[src/rtl/shs_pkg.sv]
// Constants for the sync header stream generator of one transmit lane.
// Assumes a single lane block clock; no software-visible registers.
package shs_pkg;

  // ----------------------------------------------------------------------
  // Block and multiblock geometry
  // ----------------------------------------------------------------------
  localparam int BLK_W = 64;
  localparam int TX_W = 66;
  localparam int IDX_W = 5;
  localparam int EMB_W = 8;
  localparam int STREAM_W = 32;
  localparam int PAR_W = 26;
  localparam int CRC_W = 12;
  localparam int FIFO_DEPTH = 32;
  localparam logic [4:0] LAST_BLK = 5'h1F;

  // ----------------------------------------------------------------------
  // Sync header codes, vector is {second bit, first bit}
  // ----------------------------------------------------------------------
  localparam logic [1:0] SH_ONE = 2'h2;
  localparam logic [1:0] SH_ZERO = 2'h1;

  // ----------------------------------------------------------------------
  // Format select codes and parity generators (top term implicit)
  // ----------------------------------------------------------------------
  localparam logic [1:0] MODE_CRC12 = 2'h0;
  localparam logic [1:0] MODE_FEC = 2'h2;
  localparam logic [11:0] CRC_POLY = 12'h30F; // 0x130F with x^12 dropped
  localparam logic [25:0] FEC_POLY = 26'h0220211;

  // ----------------------------------------------------------------------
  // Stream word layout
  // ----------------------------------------------------------------------
  localparam logic [31:0] CRC_FIXED = 32'h80A8_8888;
  localparam logic [31:0] FEC_FIXED = 32'h8000_0000;
  localparam int EMB_FLAG_POS = 22;
  localparam int FEC_P3_POS = 23;
  localparam int FEC_LOW_POS = 24;
  localparam int PILOT_POS = 27;

  // Lane sequencing states
  typedef enum logic [1:0] {
    ST_WAIT = 2'b01,
    ST_RUN = 2'b10
  } flow_e;

endpackage

[src/rtl/blk_fifo_if.sv]
// Carrier between the block FIFO and the stream generator.
// Assumes both ends share one clock.
`timescale 1ns/1ps
interface blk_fifo_if #(parameter int WIDTH = 64);
  logic in_valid;
  logic in_ready;
  logic [WIDTH-1:0] in_data;
  logic out_valid;
  logic out_ready;
  logic [WIDTH-1:0] out_data;

  modport fifo (input in_valid, input in_data, output in_ready,
    output out_valid, output out_data, input out_ready);
  modport user (output in_valid, output in_data, input in_ready,
    input out_valid, input out_data, output out_ready);
endinterface

[src/rtl/blk_fifo.sv]
// Synchronous FIFO for scrambled blocks with a registered read stage.
// Assumes one clock and a synchronous active-high reset.
`timescale 1ns/1ps
module blk_fifo #(
  parameter int WIDTH = 64,
  parameter int DEPTH = 32
) (
  input wire logic clk_i, // Lane block clock
  input wire logic srst_i, // Synchronous reset
  blk_fifo_if.fifo port_if // Fill and drain sides
);
  localparam int AW = $clog2(DEPTH);

  logic [WIDTH-1:0] mem [DEPTH];
  logic [AW-1:0] wr_ptr_ff, nxt_wr_ptr, rd_ptr_ff, nxt_rd_ptr;
  logic [AW:0] count_ff, nxt_count;
  logic ready_ff, nxt_ready;
  logic oval_ff, nxt_oval;
  logic [WIDTH-1:0] odata_ff, nxt_odata;
  logic push, load;

  // ----------------------------------------------------------------------
  // Pointer, count and output stage
  // ----------------------------------------------------------------------
  // Ready is registered so the source sees a clean level; full is exact
  always_comb
  begin
    push = port_if.in_valid && ready_ff;
    load = (count_ff != '0) && (!oval_ff || port_if.out_ready);
    nxt_wr_ptr = push ? wr_ptr_ff + 1'b1 : wr_ptr_ff;
    nxt_rd_ptr = load ? rd_ptr_ff + 1'b1 : rd_ptr_ff;
    nxt_count = count_ff + {{AW{1'b0}}, push} - {{AW{1'b0}}, load};
    nxt_ready = nxt_count < (AW+1)'(DEPTH);
    nxt_odata = load ? mem[rd_ptr_ff] : odata_ff;
    nxt_oval = load || (oval_ff && !port_if.out_ready);
  end

  always_ff @(posedge clk_i)
  begin
    if (srst_i)
    begin
      wr_ptr_ff <= '0;
      rd_ptr_ff <= '0;
      count_ff <= '0;
      ready_ff <= 1'b0;
      oval_ff <= 1'b0;
      odata_ff <= '0;
    end
    else
    begin
      wr_ptr_ff <= nxt_wr_ptr;
      rd_ptr_ff <= nxt_rd_ptr;
      count_ff <= nxt_count;
      ready_ff <= nxt_ready;
      oval_ff <= nxt_oval;
      odata_ff <= nxt_odata;
    end
  end

  // Storage array, written only on an accepted push
  always_ff @(posedge clk_i)
  begin
    if (push)
    begin
      mem[wr_ptr_ff] <= port_if.in_data;
    end
  end

  assign port_if.in_ready = ready_ff;
  assign port_if.out_valid = oval_ff;
  assign port_if.out_data = odata_ff;
endmodule

[src/rtl/sync_header_stream_gen.sv]
// Sync header stream generator for one 64B/66B transmit lane.
// Assumes scrambled blocks arrive in order and the extended multiblock
// clock input pulses once at each SYSREF-aligned extended multiblock start.
`timescale 1ns/1ps
module sync_header_stream_gen (
  input wire logic clk_i, // 20 MHz block clock
  input wire logic srst_i, // Synchronous reset, active high
  input wire logic blk_valid_i, // Scrambled block offered
  input wire logic [63:0] blk_data_i, // Scrambled block, bit 0 first
  output logic blk_ready_o, // FIFO can take a block
  input wire logic local_extended_multiblock_clock_i, // EMB start pulse
  input wire logic [1:0] sync_header_format_select_i, // 0 CRC, 2 FEC
  input wire logic [7:0] ext_mb_last_i, // E minus one
  output logic tx_valid_o, // Coded block valid
  output logic [65:0] tx_block_o, // Header in [1:0], data above
  input wire logic tx_ready_i, // Serializer takes the block
  output logic end_of_multiblock_pilot_o // Last block of a multiblock
);

  blk_fifo_if #(.WIDTH(shs_pkg::BLK_W)) fifo_if ();

  blk_fifo #(
    .WIDTH(shs_pkg::BLK_W),
    .DEPTH(shs_pkg::FIFO_DEPTH)
  ) u_fifo (
    .clk_i(clk_i),
    .srst_i(srst_i),
    .port_if(fifo_if)
  );

  assign fifo_if.in_valid = blk_valid_i;
  assign fifo_if.in_data = blk_data_i;
  assign blk_ready_o = fifo_if.in_ready;

  // ----------------------------------------------------------------------
  // Parity and stream word helpers
  // ----------------------------------------------------------------------
  // One block through the serial divider, 64 steps unrolled per clock
  function automatic logic [25:0] par_step(input logic [25:0] s,
    input logic [63:0] d, input logic fec);
    logic [25:0] r;
    logic fb;
    r = s;
    for (int i = 0; i < shs_pkg::BLK_W; i++)
    begin
      fb = d[i] ^ (fec ? r[25] : r[11]);
      r = {r[24:0], 1'b0};
      if (fec)
      begin
        r = r ^ (fb ? shs_pkg::FEC_POLY : 26'h0000000);
      end
      else
      begin
        r = {14'h0000, r[11:0] ^ (fb ? shs_pkg::CRC_POLY : 12'h000)};
      end
    end
    return r;
  endfunction

  // Lay parity and flag into the 32-bit stream word
  function automatic logic [31:0] build_word(input logic [25:0] p,
    input logic fec, input logic emb_flag);
    logic [31:0] w;
    if (fec)
    begin
      w = shs_pkg::FEC_FIXED;
      for (int n = 0; n < 22; n++)
      begin
        w[n] = p[25-n];
      end
      w[shs_pkg::FEC_P3_POS] = p[3];
      for (int n = 0; n < 3; n++)
      begin
        w[shs_pkg::FEC_LOW_POS+n] = p[2-n];
      end
    end
    else
    begin
      w = shs_pkg::CRC_FIXED;
      for (int n = 0; n < shs_pkg::CRC_W; n++)
      begin
        w[n + n/3] = p[11-n];
      end
    end
    w[shs_pkg::EMB_FLAG_POS] = emb_flag;
    return w;
  endfunction

  // ----------------------------------------------------------------------
  // Sequencing state
  // ----------------------------------------------------------------------
  shs_pkg::flow_e st_ff, nxt_st;
  logic [4:0] blk_idx_ff, nxt_blk_idx;
  logic [7:0] emb_idx_ff, nxt_emb_idx;
  logic [25:0] par_ff, nxt_par;
  logic [31:0] stream_ff, nxt_stream;
  logic fec_ff, nxt_fec;
  logic tx_valid_ff, nxt_tx_valid;
  logic [65:0] tx_block_ff, nxt_tx_block;
  logic pilot_ff, nxt_pilot;
  logic adv, mb_end, restart, sel_fec;
  logic [7:0] emb_next;
  logic [25:0] blk_par;

  // Unsupported format codes fall back to CRC-12
  assign sel_fec = sync_header_format_select_i == shs_pkg::MODE_FEC;
  assign restart = local_extended_multiblock_clock_i;
  assign adv = (st_ff == shs_pkg::ST_RUN) && fifo_if.out_valid &&
    (!tx_valid_ff || tx_ready_i);
  assign mb_end = adv && (blk_idx_ff == shs_pkg::LAST_BLK);
  assign fifo_if.out_ready = (st_ff == shs_pkg::ST_RUN) &&
    (!tx_valid_ff || tx_ready_i);

  // Next-state logic: counters, parity, stream word and output stage
  always_comb
  begin
    nxt_st = st_ff;
    nxt_blk_idx = blk_idx_ff;
    nxt_emb_idx = emb_idx_ff;
    nxt_par = par_ff;
    nxt_stream = stream_ff;
    nxt_fec = fec_ff;
    nxt_tx_valid = tx_valid_ff && !tx_ready_i;
    nxt_tx_block = tx_block_ff;
    nxt_pilot = pilot_ff && !tx_ready_i;
    emb_next = (emb_idx_ff == ext_mb_last_i) ? 8'h00 : emb_idx_ff + 8'h01;
    // Each multiblock starts its divider from zero
    blk_par = par_step((blk_idx_ff == 5'h00) ? 26'h0000000 : par_ff,
      fifo_if.out_data, fec_ff);
    case (st_ff)
      shs_pkg::ST_WAIT:
      begin
        // No block leaves before the extended multiblock phase is known
        if (restart)
        begin
          nxt_st = shs_pkg::ST_RUN;
        end
      end
      shs_pkg::ST_RUN:
      begin
        if (adv)
        begin
          nxt_tx_valid = 1'b1;
          // Header goes ahead of the scrambled payload
          nxt_tx_block = {fifo_if.out_data,
            stream_ff[blk_idx_ff] ? shs_pkg::SH_ONE
                                  : shs_pkg::SH_ZERO};
          nxt_pilot = blk_idx_ff == shs_pkg::LAST_BLK;
          nxt_blk_idx = blk_idx_ff + 5'h01;
          nxt_par = blk_par;
        end
        if (mb_end)
        begin
          // Parity of this multiblock rides in the next one
          nxt_emb_idx = emb_next;
          nxt_stream = build_word(blk_par, fec_ff,
            emb_next == ext_mb_last_i);
          nxt_fec = sel_fec;
        end
      end
      default:
      begin
        nxt_st = shs_pkg::ST_WAIT;
      end
    endcase
    // Restart realigns counters; payload in flight is kept
    if (restart)
    begin
      nxt_blk_idx = 5'h00;
      nxt_emb_idx = 8'h00;
      nxt_par = 26'h0000000;
      nxt_fec = sel_fec;
      nxt_stream = build_word(26'h0000000, sel_fec,
        ext_mb_last_i == 8'h00);
    end
  end

  always_ff @(posedge clk_i)
  begin
    if (srst_i)
    begin
      st_ff <= shs_pkg::ST_WAIT;
      blk_idx_ff <= 5'h00;
      emb_idx_ff <= 8'h00;
      par_ff <= 26'h0000000;
      stream_ff <= shs_pkg::CRC_FIXED;
      fec_ff <= 1'b0;
      tx_valid_ff <= 1'b0;
      tx_block_ff <= 66'h0;
      pilot_ff <= 1'b0;
    end
    else
    begin
      st_ff <= nxt_st;
      blk_idx_ff <= nxt_blk_idx;
      emb_idx_ff <= nxt_emb_idx;
      par_ff <= nxt_par;
      stream_ff <= nxt_stream;
      fec_ff <= nxt_fec;
      tx_valid_ff <= nxt_tx_valid;
      tx_block_ff <= nxt_tx_block;
      pilot_ff <= nxt_pilot;
    end
  end

  assign tx_valid_o = tx_valid_ff;
  assign tx_block_o = tx_block_ff;
  assign end_of_multiblock_pilot_o = pilot_ff;

  // ----------------------------------------------------------------------
  // Checks
  // ----------------------------------------------------------------------
  // Helper copies of the index and flag that belong to the emitted block
  logic [4:0] out_idx_ff;
  logic out_emb_flag_ff;
  logic out_bit_ff;
  always_ff @(posedge clk_i)
  begin
    if (srst_i)
    begin
      out_idx_ff <= 5'h00;
      out_emb_flag_ff <= 1'b0;
      out_bit_ff <= 1'b0;
    end
    else if (adv)
    begin
      out_idx_ff <= blk_idx_ff;
      out_emb_flag_ff <= emb_idx_ff == ext_mb_last_i;
      out_bit_ff <= stream_ff[blk_idx_ff];
    end
  end
endmodule

[config.mk]
export PLATFORM = sky130hd
export DESIGN_NAME = sync_header_stream_gen
export DESIGN_NICKNAME = d
export VERILOG_FILES = /design/src/rtl/shs_pkg.sv /design/src/rtl/blk_fifo_if.sv /design/src/rtl/blk_fifo.sv /design/src/rtl/sync_header_stream_gen.sv
export SDC_FILE = /design/constraint.sdc
export NUM_CORES = 2
export LEC_CHECK = 0
export BUFFER_PORTS_ARGS = -buffer_cell sky130_fd_sc_hd__buf_2
export CAP_MARGIN = 20
export CORE_MARGIN = 1.5
export CORE_UTILIZATION = 40
export DETAILED_ROUTE_END_ITERATION = 10
export PLACE_DENSITY = 0.58
export SLEW_MARGIN = 20
export SYNTH_ARGS = -nofsm -noshare
export SYNTH_HDL_FRONTEND = slang
export SYNTH_SLANG_ARGS = --single-unit
[constraint.sdc]
create_clock -name clk_i -period 14.8 [get_ports clk_i]
set_input_delay 2.96 -clock clk_i [delete_from_list [all_inputs] [get_ports clk_i]]
set_output_delay 2.96 -clock clk_i [all_outputs]
set_load 0.01 [all_outputs]
==> results by group <==
Critical path
  – Worst r2r path cells: 45
  – Worst path most repeated cell: sky130_fd_sc_hd__xnor2_1
  – Category of the critical setup timing path: reg2reg
  – Flop-to-flop setup slack: 0.64 ns
  – Data arrival time of the worst path: 14.91 ns
  – Crit path capture type: flip-flop
  – Reg-to-reg startpoint: blk_idx_ff[1]
  – Slowest cell on the critical path: sky130_fd_sc_hd__or4b_4
  – Delay of the slowest cell on the worst path: 0.63 ns
  – Req. time, crit path: 15.56 ns
  – Endpoint of the worst-slack reg-to-reg timing path: stream_ff[10]
  – Max FO, Critical Path: 25
  – Sort of element at the start of the critical path: flip-flop

GRT
  – All-Layer GR Usage: 0.203
  – Wire length of the first global-routing pass: 364 mm
  – Residual overflow from global routing: 0
  – Pin count of the biggest net entering global routing: 103
  – Number of antenna violations at the first check in global routing: 26
  – Vias in the first global route: 49,600

Drt
  – Detailed-route via count: 48,900
  – Average routed wire per standard cell: 28.8 microns
  – 1st-iter DRT viols: 4,594
  – DR vias/cell: 5.58
  – DRC Markers: 0
  – Post-DRT Antenna Nets: 0
  – DRT Pass-1 Iters: 5
  – Overall routed net length: 253 mm

Finish
  – Area grow syn2layout: 12.8%
  – Net total in the final layout: 5,468
  – Utilization after layout: 0.453
  – Number of inserted filler cells in the final layout: 20,600
  – Proportion of layout cells with a drive suffix above 1: 0.264

Die
  – Floorplan die height: 497 microns
  – Die outline area: 0.247 sq mm
  – Initial Utilization: 0.402
  – Die X: 497 microns
  – Number of core rows: 181
  – Core Footprint: 0.243 sq mm
  – I/O pins: 148

Clock network
  – CTS buffer count: 230
  – Depth of the CTS H-tree: 4
  – Number of clock sinks seen by CTS: 2,267
  – Clk slew on worst S/H paths: 0.07 ns
  – Insertion delay to the later sink of the worst-skew pair: 0.88 ns
  – TritonCTS clock tree: done
  – Maximum count of clock buffers along a single path: 3
  – Master cell of the clock root buffer: sky130_fd_sc_hd__clkbuf_16
  – Hold buffers post-CTS: 0

Yosys
  – Cell type contributing the most total cell area after synthesis: sky130_fd_sc_hd__edfxtp_1
  – Average instance area after synthesis: 19.0 sq um
  – Top post-synthesis cells by area: sky130_fd_sc_hd__edfxtp_1 63%, sky130_fd_sc_hd__mux4_2 15%, sky130_fd_sc_hd__dfxtp_1 4.5%
  – Number of distinct library cells after synthesis: 96
  – Simple-gate area share of the yosys netlist: 0.0280
  – Cell area after synthesis: 0.0976 sq mm
  – Synth Area in Adders: 0.00239
  – Synth Instances: 5,144
  – Number of flops mapped to enable cells by yosys: 2,048
  – Area fraction of the dominant cell type after synthesis: 0.630
  – Share of cell area taken by muxes after synthesis: 0.165
  – Dominant combinational cell family by area after synthesis: multiplexers
  – Share of the synthesized area in compound gates (AO/OA/AOI/OAI): 0.0229
  – Flops & latches, synth: 2,267
  – Synthesized net count: 5,241
  – Async set-or-reset flop fraction in the synthesized netlist: 0
  – Sequential element share of the synthesized area: 0.675
  – Primary flip-flop cell chosen by synthesis mapping: sky130_fd_sc_hd__edfxtp_1
  – Yosys warns: 0
  – Synth Area in XOR/XNOR: 0.0927

Run
  – Max capacitance violation total: 0

Timing
  – Post-layout min period: 14.16 ns
  – Period Utilization, post-route: 0.956
  – Number of max-slew violations in the final report: 0
  – Actual transition at the worst max-transition pin: 1.10 ns
  – Maximum clock skew at final layout: 0.0468 ns
  – Fmax: 0.0706 GHz
  – Number of hold-slack violations in the final timing report: 0
  – Worst relative slew slack: 0.248
  – Setup-failing EPs final: 0

Worst hold path
  – Number of cells on the worst hold path: 2
  – Hold Crit Class: reg2reg
  – Endpoint, Worst Hold: stream_ff[6]
  – Launch instance of the worst min-delay path: stream_ff[6]

Place
  – Last weighted congestion value of the routability-driven placer: 0.865
  – Number of port buffers: 147
  – Placed wire-length estimate after detailed placement: 145 mm

Outcome
  – Result of the run: finished, final reports clean
-- final cells by class --
type / instances / area [sq um] / area share
clock buffer: 297 / 6150 / 0.0559
clock inverter: 131 / 1170 / 0.0107
antenna: 3 / 7.51 / 0.0000682
sequential: 2267 / 65900 / 0.599
tap: 3202 / 4010 / 0.0364
multi-input combinational: 2535 / 30700 / 0.279
inverter: 24 / 92.6 / 0.000841
timing repair buffer: 313 / 2040 / 0.0185
-- what timing repair did --
action,CTS,global route
setup buffers,0,16
gates resized for setup,0,8
endpoints found under the setup margin,0,38
hold endpoints to repair,0,0
-- metal layers --
layer | vias up | track usage | wire [microns]
met3 | 336 | 0.0302 | 13700
met5 | - | 0 | 103
met2 | 1480 | 0.328 | 122000
li1 | 20800 | - | -
met1 | 26300 | 0.291 | 112000
met4 | 18 | 0.0464 | 5150
-- sequential cells by signal, summed over array words and instances (netlist names), 2 cells and up --
name,flops
blk_idx_ff,5
emb_idx_ff,8
par_ff,26
st_ff,2
stream_ff,27
tx_block_o,66
u_fifo.count_ff,6
u_fifo.mem,2048
u_fifo.port_if.out_data,64
u_fifo.rd_ptr_ff,5
u_fifo.wr_ptr_ff,5
-- cell families (layout without fill, tap and decap cells) --
| family | Yosys count | after routing |
|---|---|---|
| AO/OA/AOI/OAI | 342 | 342 |
| XOR/XNOR | 768 | 768 |
| adder cells (fa/ha/maj) | 18 | 18 |
| buffers and inverters | 342 | 765 |
| flip-flops | 2267 | 2267 |
| multiplexers | 780 | 780 |
| other | 0 | 3 |
| AND/OR/NAND/NOR | 627 | 627 |
-- how the worst max path moves through the flow --
stage	cells past startpoint	slack (ns)	start	endpoint
2_1_floorplan	48	1.64	blk_idx_ff[0]	stream_ff[10]
3_3_place_gp	46	0.53	blk_idx_ff[1]	stream_ff[4]
3_5_place_dp	46	0.21	blk_idx_ff[1]	stream_ff[4]
6_report	45	0.64	blk_idx_ff[1]	stream_ff[10]
5_1_grt	45	-0.05	blk_idx_ff[1]	stream_ff[10]
4_1_cts	46	0.16	blk_idx_ff[1]	stream_ff[4]
-- worst max-delay path: cells and delay by family, from the launching register on --
family	cells	cell delay, ns
compound gates	6	1.27
xor+xnor	27	9.26
fa+ha+maj	1	0.19
buf+inv	1	0.14
flops	1	0.44
mux	5	1.48
simple gates	5	1.24
-- stage by stage --
step / worst slack, ns / instance area, sq um / cells / TNS, ns / hold WS (ns)
after floorplan: 1.64 / 97600 / 5144 / 0 / 0.429
after global placement: 0.532 / 103000 / 8325 / 0 / 0.440
after detailed placement: 0.207 / 103000 / 8325 / 0 / 0.442
after CTS: 0.156 / 110000 / 8753 / 0 / 0.450
after global routing: -0.0450 / 110000 / 8771 / -0.116 / 0.459
final: 0.644 / 110000 / 8772 / 0 / 0.447
-- cells in the final DEF, fill, tap and decap left out, drive strengths merged, types with 6 or more instances in the layout --
cell | Yosys | routed
edfxtp | 2048 | 2048
mux4 | 648 | 648
xnor2 | 433 | 433
buf | 112 | 313
clkbuf | 206 | 297
nand2 | 277 | 277
nor2 | 225 | 225
dfxtp | 219 | 219
xor2 | 204 | 204
a21oi | 149 | 149
mux2i | 123 | 123
clkinv | 1 | 101
xnor3 | 97 | 97
a211oi | 69 | 69
o21ai | 69 | 69
xor3 | 34 | 34
inv | 23 | 32
nand3 | 21 | 21
ha | 17 | 17
nor3 | 14 | 14
and2 | 13 | 13
bufinv | 0 | 12
and3 | 12 | 12
nor2b | 11 | 11
clkinvlp | 0 | 10
nand2b | 9 | 9
mux2 | 9 | 9
or2 | 7 | 7
nand3b | 6 | 6
nand4 | 6 | 6
a221o | 6 | 6
nor4 | 6 | 6
-- synthesized netlist by cell type (22+ instances only) --
library cell and number:
sky130_fd_sc_hd__a21oi_1 143, sky130_fd_sc_hd__buf_1 75, sky130_fd_sc_hd__buf_2 29, sky130_fd_sc_hd__nand2_1 276, sky130_fd_sc_hd__mux2i_1 109, sky130_fd_sc_hd__xnor2_1 408
sky130_fd_sc_hd__o21ai_0 37, sky130_fd_sc_hd__edfxtp_1 2048, sky130_fd_sc_hd__xor2_1 183, sky130_fd_sc_hd__dfxtp_1 219, sky130_fd_sc_hd__nor2_1 218, sky130_fd_sc_hd__inv_1 22
sky130_fd_sc_hd__xor3_1 31, sky130_fd_sc_hd__xnor2_2 22, sky130_fd_sc_hd__clkbuf_1 206, sky130_fd_sc_hd__a211oi_1 68, sky130_fd_sc_hd__mux4_2 648, sky130_fd_sc_hd__xnor3_1 87
Power is not shown: default switching activity piles up to over one toggle a cycle in this logic, so the estimate is an artifact.
